--- src/ast_defs.svh ---
// register offsets, field positions, reset values and timing limits of the serial unit
`ifndef AST_DEFS_SVH
`define AST_DEFS_SVH
`define AST_ADDR_MODE   4'h0
`define AST_ADDR_ERRST  4'h1
`define AST_ADDR_TXST   4'h2
`define AST_ADDR_RXBUF  4'h3
`define AST_ADDR_TXBUF  4'h4
`define AST_ADDR_CKSEL  4'h5
`define AST_ADDR_BRG    4'h6
`define AST_ADDR_IRQST  4'h7
`define AST_ADDR_IRQMSK 4'h8
`define AST_MODE_POWER  7
`define AST_MODE_TXE    6
`define AST_MODE_RXE    5
`define AST_MODE_PS_HI  4
`define AST_MODE_PS_LO  3
`define AST_MODE_CL     2
`define AST_MODE_SL     1
`define AST_MODE_ISRM   0
`define AST_ERR_PE      2
`define AST_ERR_FE      1
`define AST_ERR_OVE     0
`define AST_TXST_BF     1
`define AST_TXST_SF     0
`define AST_IRQ_RX      0
`define AST_IRQ_ERR     1
`define AST_IRQ_TX      2
`define AST_MODE_RST    8'h01
`define AST_CKSEL_RST   4'h0
`define AST_BRG_RST     8'hff
`define AST_IRQMSK_RST  3'h0
`define AST_TPS_MAX     4'ha
`define AST_DIV_MIN     8'h04
`endif

--- src/ast_pkg.sv ---
// types shared by the serial unit modules
package ast_pkg;
  typedef enum logic [2:0] {
    AST_RX_IDLE,
    AST_RX_START,
    AST_RX_DATA,
    AST_RX_PAR,
    AST_RX_STOP
  } ast_rx_state_t;
  typedef enum logic [1:0] {
    AST_PAR_NONE,
    AST_PAR_ZERO,
    AST_PAR_ODD,
    AST_PAR_EVEN
  } ast_par_t;
endpackage

--- src/ast_baud_if.sv ---
// control and tick signals between a shifter and its baud generator
interface ast_baud_if;
  logic       run;
  logic       restart;
  logic [3:0] tps;
  logic [7:0] div;
  logic       half_tick;
  modport ctrl (output run, output restart, output tps, output div, input half_tick);
  modport gen  (input run, input restart, input tps, input div, output half_tick);
endinterface

--- src/ast_baud_gen.sv ---
// prescaler and 8-bit divisor counter giving half-bit ticks
`include "ast_defs.svh"
module ast_baud_gen (
  input  wire logic   i_clk,
  input  wire logic   i_sys_rst,
  ast_baud_if.gen     bd
);
  logic [10:0] pcnt;
  logic [10:0] pmask;
  logic [3:0]  tps_c;
  logic        base_tick;
  logic [7:0]  dcnt;
  logic [7:0]  div_eff;
  logic        div_end;

  // base clock is the system clock divided by two to the power tps, with tps capped at 10
  always_comb
  begin
    tps_c     = (bd.tps > `AST_TPS_MAX) ? `AST_TPS_MAX : bd.tps;
    pmask     = ~(11'h7ff << tps_c);
    base_tick = (pcnt & pmask) == pmask;
    div_eff   = (bd.div < `AST_DIV_MIN) ? `AST_DIV_MIN : bd.div; // tiny divisors cannot sample
    div_end   = base_tick && (dcnt == div_eff - 8'h01);
  end

  // prescale counter, held at zero while stopped so every frame starts in phase
  always_ff @(posedge i_clk)
  begin
    if (i_sys_rst || !bd.run || bd.restart)
      pcnt <= 11'h000;
    else
      pcnt <= pcnt + 11'h001;
  end

  always_ff @(posedge i_clk)
  begin
    if (i_sys_rst || !bd.run || bd.restart)
      dcnt <= 8'h00;
    else if (div_end)
      dcnt <= 8'h00;
    else if (base_tick)
      dcnt <= dcnt + 8'h01;
  end

  // half-bit tick at twice the baud rate; the shifters halve it to baud
  // combinational, so the first tick after a restart is not one clock late
  always_comb
  begin
    bd.half_tick = !i_sys_rst && bd.run && !bd.restart && div_end;
  end
endmodule

--- src/ast_serial_unit.sv ---
// asynchronous serial transceiver: registers, receiver, transmitter, interrupt
`include "ast_defs.svh"
module ast_serial_unit (
  input  wire logic       i_clk,
  input  wire logic       i_sys_rst,
  input  wire logic [3:0] i_addr,
  input  wire logic [7:0] i_wdata,
  input  wire logic       i_wr,
  input  wire logic       i_rd,
  input  wire logic       i_serial_rx_pin,
  output logic      [7:0] o_rdata,
  output logic            o_txd,
  output logic            o_irq
);
  logic [7:0]             operation_mode_reg;
  logic [3:0]             clock_select_reg;
  logic [7:0]             baud_gen_control_reg;
  logic [2:0]             irq_mask;
  logic [2:0]             irq_stat;
  logic                   parity_error_flag;
  logic                   frame_err_flag;
  logic                   overrun_flag;
  logic [7:0]             receive_buffer;
  logic                   rx_full;
  logic [7:0]             transmit_buffer;
  logic                   tx_buffer_full_flag;
  logic                   tx_shift_busy_flag;
  ast_pkg::ast_rx_state_t rx_state;
  logic                   rx_ph;
  logic [3:0]             rx_cnt;
  logic [7:0]             rx_sh;
  logic                   rx_acc;
  logic                   rx_pe;
  logic                   rx_fin;
  logic [7:0]             rx_word;
  logic                   rx_fin_pe;
  logic                   rx_fin_fe;
  logic [11:0]            tx_sh;
  logic [3:0]             tx_left;
  logic                   tx_ph;
  logic                   tx_done;
  logic                   unit_power_bit;
  logic                   tx_enable_bit;
  logic                   rx_enable_bit;
  logic                   char_length_select;
  logic                   tx_stop_count_select;
  logic                   error_irq_mode_bit;
  ast_pkg::ast_par_t      par_mode;
  logic                   rx_on;
  logic                   tx_on;
  logic                   wr_mode;
  logic                   wr_tx;
  logic                   rd_err;
  logic                   rd_rxb;
  logic                   rd_irq;
  logic                   rx_tick;
  logic                   rx_smp;
  logic                   rx_discard;
  logic                   rx_load;
  logic                   tx_load;
  logic [7:0]             tx_data;
  logic                   tx_par;
  logic [11:0]            tx_frame;
  logic [3:0]             tx_bits;
  logic [2:0]             next_irq_stat;

  ast_baud_if rx_bd ();
  ast_baud_if tx_bd ();

  ast_baud_gen u_rx_baud (
    .i_clk     (i_clk),
    .i_sys_rst (i_sys_rst),
    .bd        (rx_bd)
  );

  ast_baud_gen u_tx_baud (
    .i_clk     (i_clk),
    .i_sys_rst (i_sys_rst),
    .bd        (tx_bd)
  );

  // mode fields and decoded bus strobes
  always_comb
  begin
    unit_power_bit       = operation_mode_reg[`AST_MODE_POWER];
    tx_enable_bit        = operation_mode_reg[`AST_MODE_TXE];
    rx_enable_bit        = operation_mode_reg[`AST_MODE_RXE];
    char_length_select   = operation_mode_reg[`AST_MODE_CL];
    tx_stop_count_select = operation_mode_reg[`AST_MODE_SL];
    error_irq_mode_bit   = operation_mode_reg[`AST_MODE_ISRM];
    par_mode = ast_pkg::ast_par_t'(operation_mode_reg[`AST_MODE_PS_HI:`AST_MODE_PS_LO]);
    wr_mode  = i_wr && (i_addr == `AST_ADDR_MODE);
    wr_tx    = i_wr && (i_addr == `AST_ADDR_TXBUF);
    rd_err   = i_rd && (i_addr == `AST_ADDR_ERRST);
    rd_rxb   = i_rd && (i_addr == `AST_ADDR_RXBUF);
    rd_irq   = i_rd && (i_addr == `AST_ADDR_IRQST);
  end

  always_comb
  begin
    tx_on = unit_power_bit && tx_enable_bit;
    rx_on = unit_power_bit && rx_enable_bit;
  end

  // software-written configuration; power, enables and formats live here
  always_ff @(posedge i_clk)
  begin
    if (i_sys_rst)
    begin
      operation_mode_reg   <= `AST_MODE_RST;
      clock_select_reg     <= `AST_CKSEL_RST;
      baud_gen_control_reg <= `AST_BRG_RST;
      irq_mask             <= `AST_IRQMSK_RST;
    end
    else if (i_wr)
    begin
      case (i_addr)
        `AST_ADDR_MODE:   operation_mode_reg   <= i_wdata;
        `AST_ADDR_CKSEL:  clock_select_reg     <= i_wdata[3:0];
        `AST_ADDR_BRG:    baud_gen_control_reg <= i_wdata;
        `AST_ADDR_IRQMSK: irq_mask             <= i_wdata[2:0];
        default:          irq_mask             <= irq_mask;
      endcase
    end
  end

  // baud generator hookup; rx counter is held in restart while idle
  // divisor shared by both
  always_comb
  begin
    rx_bd.run     = rx_on;
    rx_bd.restart = (rx_state == ast_pkg::AST_RX_IDLE);
    rx_bd.tps     = clock_select_reg;
    rx_bd.div     = baud_gen_control_reg;
    tx_bd.run     = tx_on && tx_shift_busy_flag;
    tx_bd.restart = tx_load;
    tx_bd.tps     = clock_select_reg;
    tx_bd.div     = baud_gen_control_reg;
    rx_tick       = rx_bd.half_tick;
    rx_smp        = rx_tick && rx_ph;
  end

  // receive state machine; level, not edge, starts a frame
  always_ff @(posedge i_clk)
  begin
    rx_fin <= 1'b0;
    if (i_sys_rst || !rx_on)
    begin
      rx_state  <= ast_pkg::AST_RX_IDLE;
      rx_ph     <= 1'b0;
      rx_cnt    <= 4'h0;
      rx_sh     <= 8'h00;
      rx_acc    <= 1'b0;
      rx_pe     <= 1'b0;
      rx_word   <= 8'h00;
      rx_fin_pe <= 1'b0;
      rx_fin_fe <= 1'b0;
    end
    else
    begin
      if (rx_tick)
        rx_ph <= ~rx_ph;
      case (rx_state)
        ast_pkg::AST_RX_IDLE:
        begin
          rx_ph  <= 1'b0;
          rx_cnt <= 4'h0;
          rx_acc <= 1'b0;
          rx_pe  <= 1'b0;
          if (!i_serial_rx_pin)
            rx_state <= ast_pkg::AST_RX_START;
        end
        ast_pkg::AST_RX_START:
        begin
          // mid start bit; a glitch that went high again is dropped
          if (rx_tick)
          begin
            rx_ph    <= 1'b0;
            rx_state <= i_serial_rx_pin ? ast_pkg::AST_RX_IDLE : ast_pkg::AST_RX_DATA;
          end
        end
        ast_pkg::AST_RX_DATA:
        begin
          if (rx_smp)
          begin
            rx_sh  <= {i_serial_rx_pin, rx_sh[7:1]};
            rx_acc <= rx_acc ^ i_serial_rx_pin;
            rx_cnt <= rx_cnt + 4'h1;
            if (rx_cnt == (char_length_select ? 4'h7 : 4'h6))
              rx_state <= (par_mode == ast_pkg::AST_PAR_NONE) ?
                          ast_pkg::AST_RX_STOP : ast_pkg::AST_RX_PAR;
          end
        end
        ast_pkg::AST_RX_PAR:
        begin
          if (rx_smp)
          begin
            case (par_mode)
              ast_pkg::AST_PAR_ODD:  rx_pe <= ~(rx_acc ^ i_serial_rx_pin);
              ast_pkg::AST_PAR_EVEN: rx_pe <= rx_acc ^ i_serial_rx_pin;
              default:               rx_pe <= 1'b0;
            endcase
            rx_state <= ast_pkg::AST_RX_STOP;
          end
        end
        ast_pkg::AST_RX_STOP:
        begin
          if (rx_smp)
          begin
            rx_fin    <= 1'b1;
            rx_fin_pe <= rx_pe;
            rx_fin_fe <= !i_serial_rx_pin;
            rx_word   <= char_length_select ? rx_sh : {1'b0, rx_sh[7:1]};
            rx_state  <= ast_pkg::AST_RX_IDLE;
          end
        end
        default: rx_state <= ast_pkg::AST_RX_IDLE;
      endcase
    end
  end

  always_comb
  begin
    rx_discard = rx_fin && (rx_full || overrun_flag);
    rx_load    = rx_fin && !rx_discard;
  end

  // receive buffer; a read empties it, a fresh load in the same cycle wins
  always_ff @(posedge i_clk)
  begin
    if (i_sys_rst || !unit_power_bit)
    begin
      receive_buffer <= 8'h00;
      rx_full        <= 1'b0;
    end
    else if (rx_load)
    begin
      receive_buffer <= rx_word;
      rx_full        <= 1'b1;
    end
    else if (rd_rxb)
      rx_full <= 1'b0;
  end

  // reception error flags: cleared by reading them, a new error wins
  // read clears flags
  always_ff @(posedge i_clk)
  begin
    if (i_sys_rst || !unit_power_bit)
    begin
      parity_error_flag <= 1'b0;
      frame_err_flag    <= 1'b0;
      overrun_flag      <= 1'b0;
    end
    else
    begin
      if (rd_err)
      begin
        parity_error_flag <= 1'b0;
        frame_err_flag    <= 1'b0;
        overrun_flag      <= 1'b0;
      end
      if (rx_load && rx_fin_pe)
        parity_error_flag <= 1'b1;
      if (rx_load && rx_fin_fe)
        frame_err_flag <= 1'b1;
      if (rx_discard)
        overrun_flag <= 1'b1;
    end
  end

  // transmit frame: start, data lsb first, parity, stop ones
  always_comb
  begin
    tx_data = char_length_select ? transmit_buffer : {1'b0, transmit_buffer[6:0]};
    case (par_mode)
      ast_pkg::AST_PAR_ODD:  tx_par = ~(^tx_data);
      ast_pkg::AST_PAR_EVEN: tx_par = ^tx_data;
      ast_pkg::AST_PAR_ZERO: tx_par = 1'b0;
      default:               tx_par = 1'b1;
    endcase
    if (char_length_select)
      tx_frame = {2'b11, tx_par, tx_data, 1'b0};
    else
      tx_frame = {3'b111, tx_par, tx_data[6:0], 1'b0};
    tx_bits = (char_length_select ? 4'h9 : 4'h8)
            + ((par_mode == ast_pkg::AST_PAR_NONE) ? 4'h0 : 4'h1)
            + (tx_stop_count_select ? 4'h2 : 4'h1);
    tx_load = tx_on && tx_buffer_full_flag && !tx_shift_busy_flag;
  end

  always_ff @(posedge i_clk)
  begin
    if (i_sys_rst || !tx_on)
    begin
      transmit_buffer     <= 8'h00;
      tx_buffer_full_flag <= 1'b0;
    end
    else if (wr_tx)
    begin
      transmit_buffer     <= i_wdata;
      tx_buffer_full_flag <= 1'b1;
    end
    else if (tx_load)
      tx_buffer_full_flag <= 1'b0;
  end

  // transmit shifter; each bit lasts two half-bit ticks
  // busy while shifting
  always_ff @(posedge i_clk)
  begin
    tx_done <= 1'b0;
    if (i_sys_rst || !tx_on)
    begin
      tx_sh              <= 12'hfff;
      tx_left            <= 4'h0;
      tx_ph              <= 1'b0;
      tx_shift_busy_flag <= 1'b0;
    end
    else if (tx_load)
    begin
      tx_sh              <= tx_frame;
      tx_left            <= tx_bits;
      tx_ph              <= 1'b0;
      tx_shift_busy_flag <= 1'b1;
    end
    else if (tx_bd.half_tick)
    begin
      tx_ph <= ~tx_ph;
      if (tx_ph)
      begin
        tx_sh   <= {1'b1, tx_sh[11:1]};
        tx_left <= tx_left - 4'h1;
        if (tx_left == 4'h1)
        begin
          tx_shift_busy_flag <= 1'b0;
          tx_done            <= 1'b1;
        end
      end
    end
  end

  // line idles high whenever the shifter is not busy
  always_ff @(posedge i_clk)
  begin
    if (i_sys_rst)
      o_txd <= 1'b1;
    else
      o_txd <= tx_shift_busy_flag ? tx_sh[0] : 1'b1;
  end

  // interrupt sources; error mode chooses a separate error bit or the rx bit
  always_comb
  begin
    next_irq_stat = rd_irq ? 3'h0 : irq_stat;
    if (tx_done)
      next_irq_stat[`AST_IRQ_TX] = 1'b1;
    if (rx_load && !(rx_fin_pe || rx_fin_fe))
      next_irq_stat[`AST_IRQ_RX] = 1'b1;
    if ((rx_load && (rx_fin_pe || rx_fin_fe)) || rx_discard)
    begin
      if (error_irq_mode_bit)
        next_irq_stat[`AST_IRQ_ERR] = 1'b1;
      else
        next_irq_stat[`AST_IRQ_RX] = 1'b1;
    end
  end

  // sticky status; a set in the clearing cycle survives
  always_ff @(posedge i_clk)
  begin
    if (i_sys_rst)
      irq_stat <= 3'h0;
    else
      irq_stat <= next_irq_stat;
  end

  // level interrupt, registered one cycle behind the status
  always_ff @(posedge i_clk)
  begin
    if (i_sys_rst)
      o_irq <= 1'b0;
    else
      o_irq <= |(irq_stat & irq_mask);
  end

  // read data for one cycle after the strobe, zero otherwise
  always_ff @(posedge i_clk)
  begin
    if (i_sys_rst || !i_rd)
      o_rdata <= 8'h00;
    else
    begin
      case (i_addr)
        `AST_ADDR_MODE:   o_rdata <= operation_mode_reg;
        `AST_ADDR_ERRST:  o_rdata <= {5'h00, parity_error_flag, frame_err_flag, overrun_flag};
        `AST_ADDR_TXST:   o_rdata <= {6'h00, tx_buffer_full_flag, tx_shift_busy_flag};
        `AST_ADDR_RXBUF:  o_rdata <= receive_buffer;
        `AST_ADDR_CKSEL:  o_rdata <= {4'h0, clock_select_reg};
        `AST_ADDR_BRG:    o_rdata <= baud_gen_control_reg;
        `AST_ADDR_IRQST:  o_rdata <= {5'h00, irq_stat};
        `AST_ADDR_IRQMSK: o_rdata <= {5'h00, irq_mask};
        default:          o_rdata <= 8'h00;
      endcase
    end
  end
endmodule

--- config.mk ---
export PLATFORM = sky130hd
export DESIGN_NAME = ast_serial_unit
export DESIGN_NICKNAME = d
export VERILOG_FILES = /design/src/ast_pkg.sv /design/src/ast_baud_if.sv /design/src/ast_baud_gen.sv /design/src/ast_serial_unit.sv
export VERILOG_INCLUDE_DIRS = /design/src
export SDC_FILE = /design/constraint.sdc
export NUM_CORES = 1
export LEC_CHECK = 0
export ABC_CLOCK_PERIOD_IN_PS = 5300
export BUFFER_PORTS_ARGS = -buffer_cell sky130_fd_sc_hd__buf_2
export CAP_MARGIN = 20
export CORE_MARGIN = 8
export CORE_UTILIZATION = 35
export DETAILED_ROUTE_END_ITERATION = 10
export PLACE_DENSITY = 0.5
export SYNTH_ARGS = -nofsm -noshare
export SYNTH_HDL_FRONTEND = slang
export SYNTH_SLANG_ARGS = --single-unit
--- constraint.sdc ---
create_clock -name i_clk -period 5.3 [get_ports i_clk]
set_input_delay 1.06 -clock i_clk [delete_from_list [all_inputs] [get_ports i_clk]]
set_output_delay 1.06 -clock i_clk [all_outputs]
set_load 0.05 [all_outputs]
==> reports/metrics.csv <==
stage,metric,value,unit
status,outcome,completed,
worst_setup_path,CP Launch Type,flip-flop,
worst_setup_path,"Largest delay share family, worst path",simple AND/OR/NAND/NOR gates,
floorplan,I/O pins,27,
yosys,ys async rst share,0,%
worst_setup_path,Crit path top cell by count,ha_1,
sta,Max Transition Viols Final,0,
global_routing,GRT Overall Usage,14.9,%
global_routing,initial antenna violation count,0,
global_routing,largest net degree at the start of global routing,33,
clock_tree,CTS tree,built,
floorplan,Initial Utilization,35.4,%
floorplan,core box area,19300,µm²
layout,Final Core Density,40.1,%
sta,final setup skew,0.0110,ns
sta,Hold WS,0.458,ns
routing,vias per inst,5.25,
yosys,Post-synth EDFFs,0,
sta,Rel. slew slack,43.2,%
floorplan,Die Ht,156,µm
yosys,Cell variety after synth,70,
power_and_ir_drop,PwrDens,295,nW/µm²
yosys,#FFs+latches synth,139,
worst_setup_path,CP Class,flip-flop to flip-flop,
routing,vias,5750,
worst_setup_path,CP arrival,4.96,ns
clock_tree,Inserted Clock Buffers,17,
worst_setup_path,slowest library cell on the worst path,and3_1,
worst_setup_path,Worst Path Required,5.63,ns
global_routing,global-route wire length before repair,28.7,mm
routing,Remaining DRCs,0,
routing,First DRT Iteration DRCs,398,
hold_path,HP Class,flip-flop to flip-flop,
clock_tree,post_cts resized,0,
hold_path,Hold Crit Start,rx_word[7],
yosys,Most used DFF post-synth,dfxtp_1,
power_and_ir_drop,Worst IR Drop VDD,0.195,mV
clock_tree,H-tree Lvls,4,
yosys,cell area after synthesis,6850,µm²
layout,# diodes,0,
sta,Finish-stage setup viols,0,
placement,DP HPWL,12.9,mm
clock_tree,Post-CTS Setup Inserts,0,
yosys,synthesized instance count,813,
floorplan,DIE AREA,24300,µm²
sta,Period minus WS final,4.63,ns
sta,worst slew pin tran,0.849,ns
floorplan,Die Wd,156,µm
yosys,"Avg Cell Area, Syn",8.43,µm²
worst_setup_path,R2R setup slack,0.67,ns
placement,placed cells,1062,
layout,Regs by FF count,"tx_sh (10), u_rx_baud.pcnt (10), u_tx_baud.pcnt (10)",
sta,Final Hold Vio Count,0,
worst_setup_path,worst-path cell chain,or3_4 -> o41ai_4 -> ha_1 -> nor3b_1 -> a21o_1 -> a21oi_1 -> a2111oi_0 -> nand4_1 -> or2_2 -> inv_1 -> ha_1 -> and3_1 -> nor2_1 -> a211oi_1,
job,Max Cap Viol,0,
worst_setup_path,Setup crit end kind,flip-flop,
power_and_ir_drop,Leak,0.00270,µW
clock_tree,Post-CTS Hold Fix Bufs,0,
floorplan,Rows,51,
worst_setup_path,worst-path fanout max,18,
layout,layout cells sized above 1,11.0,%
yosys,post-synthesis sequential area ratio,40.6,%
global_routing,total grt overflow,0,
sta,RSZ-0062 raised after global routing,false,
worst_setup_path,buffer and inverter count on the worst path,1,
clock_tree,Worst-Skew Late Latency,0.43,ns
layout,post-route insts no fill,1095,
worst_setup_path,CP max stage delay,0.55,ns
sta,fmax,0.216,GHz
sta,setup tns final,0,ns
yosys,Synth warnings,0,
yosys,syn nets,842,
clock_tree,CTS sink count,139,
worst_setup_path,Setup crit start,baud_gen_control_reg[3],
placement,IO Port Bufs,26,
layout,Layout Nets,846,
clock_tree,CTS Buffer Depth,2,
routing,routed len/inst,16.0,µm
worst_setup_path,RR Startpoint,baud_gen_control_reg[3],
sta,fin crit share,87.3,%
routing,DR pass1 iterations,5,
routing,overall routed net length,17.5,mm
clock_tree,Clock Root Buffer,clkbuf_16,
layout,Area growth syn-to-layout,13.1,%
global_routing,vias in the first global route,5563,
placement,GP Congestion,0.889,
clock_tree,"Reg clk slew, reported paths",0.07,ns
routing,antenna-violating nets left,0,
## area by class of cell
class                   count  area, µm²
fillers                  1973      11600
clock inverters            15        146
repair buffers             35        198
inverters                  21       78.8
multi-input cells         603       3780
clock buffers              17        425
well taps                 265        332
flip-flops and latches    139       2780
## worst paths after layout
path,to,cells after the start
worst max register to register,rx_word[3],14
worst max-delay path,rx_word[3],14
worst min-delay path,receive_buffer[7],2
worst min register to register,receive_buffer[7],2
## cell usage after synthesis, types with 4 or more instances
cell,instances,area (µm²)
a211o_1,10,87.6
a211oi_1,13,97.6
a211oi_2,7,87.6
a21oi_1,41,205
a22o_1,5,43.8
a22oi_1,10,75.1
a31oi_1,7,43.8
and3_1,17,106
clkbuf_1,42,158
dfxtp_1,139,2780
ha_1,11,138
inv_1,21,78.8
mux2i_1,31,310
nand2_1,84,315
nand2b_1,7,43.8
nand3_1,26,130
nand4_1,17,106
nor2_1,131,492
nor2b_1,15,93.8
nor3_1,18,90.1
nor3b_1,5,37.5
o21ai_0,13,65.1
o22ai_1,4,25.0
or3_1,5,31.3
xnor2_1,24,210
xor2_1,27,236
## report_power, final
group          switching, µW  internal, µW  total (µW)
clock                    530           624        1150
sequential              6.96          1050        1050
combinational           49.4          27.3        76.7
## logic make-up (layout without fill, tap and decap cells)
kind of cell | Yosys count | in the layout | synth area share [%]
simple gates | 351 | 351 | 24.4
compound gates | 153 | 153 | 16.3
flops | 139 | 139 | 40.6
buf+inv | 71 | 88 | 4.26
xor+xnor | 52 | 52 | 6.85
mux | 35 | 35 | 5.19
fa+ha+maj | 12 | 12 | 2.30
## cells in the final DEF, fill, tap and decap left out, types with 21 or more instances in the layout
| master | netlist | final |
|---|---|---|
| nand2_1 | 84 | 84 |
| inv_1 | 21 | 21 |
| nand3_1 | 26 | 26 |
| buf_2 | 2 | 26 |
| xor2_1 | 27 | 27 |
| mux2i_1 | 31 | 31 |
| nor2_1 | 131 | 131 |
| a21oi_1 | 41 | 41 |
| dfxtp_1 | 139 | 139 |
| xnor2_1 | 24 | 24 |
## tightest hold or removal path, delay by kind of cell, from the launching register on
family	cells	cell delay (ns)
compound gates	1	0.05
simple gates	1	0.06
flops	1	0.31
## metrics by stage
stage | total power [µW] | cell area (µm²) | setup WS [ns]
global route | 2370 | 7740 | 0.119
finish | 2290 | 7740 | 0.672
global placement | 1150 | 7170 | 0.864
CTS | 2310 | 7740 | 0.656
detailed placement | 1150 | 7170 | 0.674
floorplan | 1130 | 6850 | 0.942
## layer usage
metal	global-route usage (%)	part of all wire, %
met5	0	0
met2	23.3	45
met3	3.82	4.8
met1	19.2	48
met4	5.91	1.8
No activity file was read; power rests on OpenSTA's default activity.
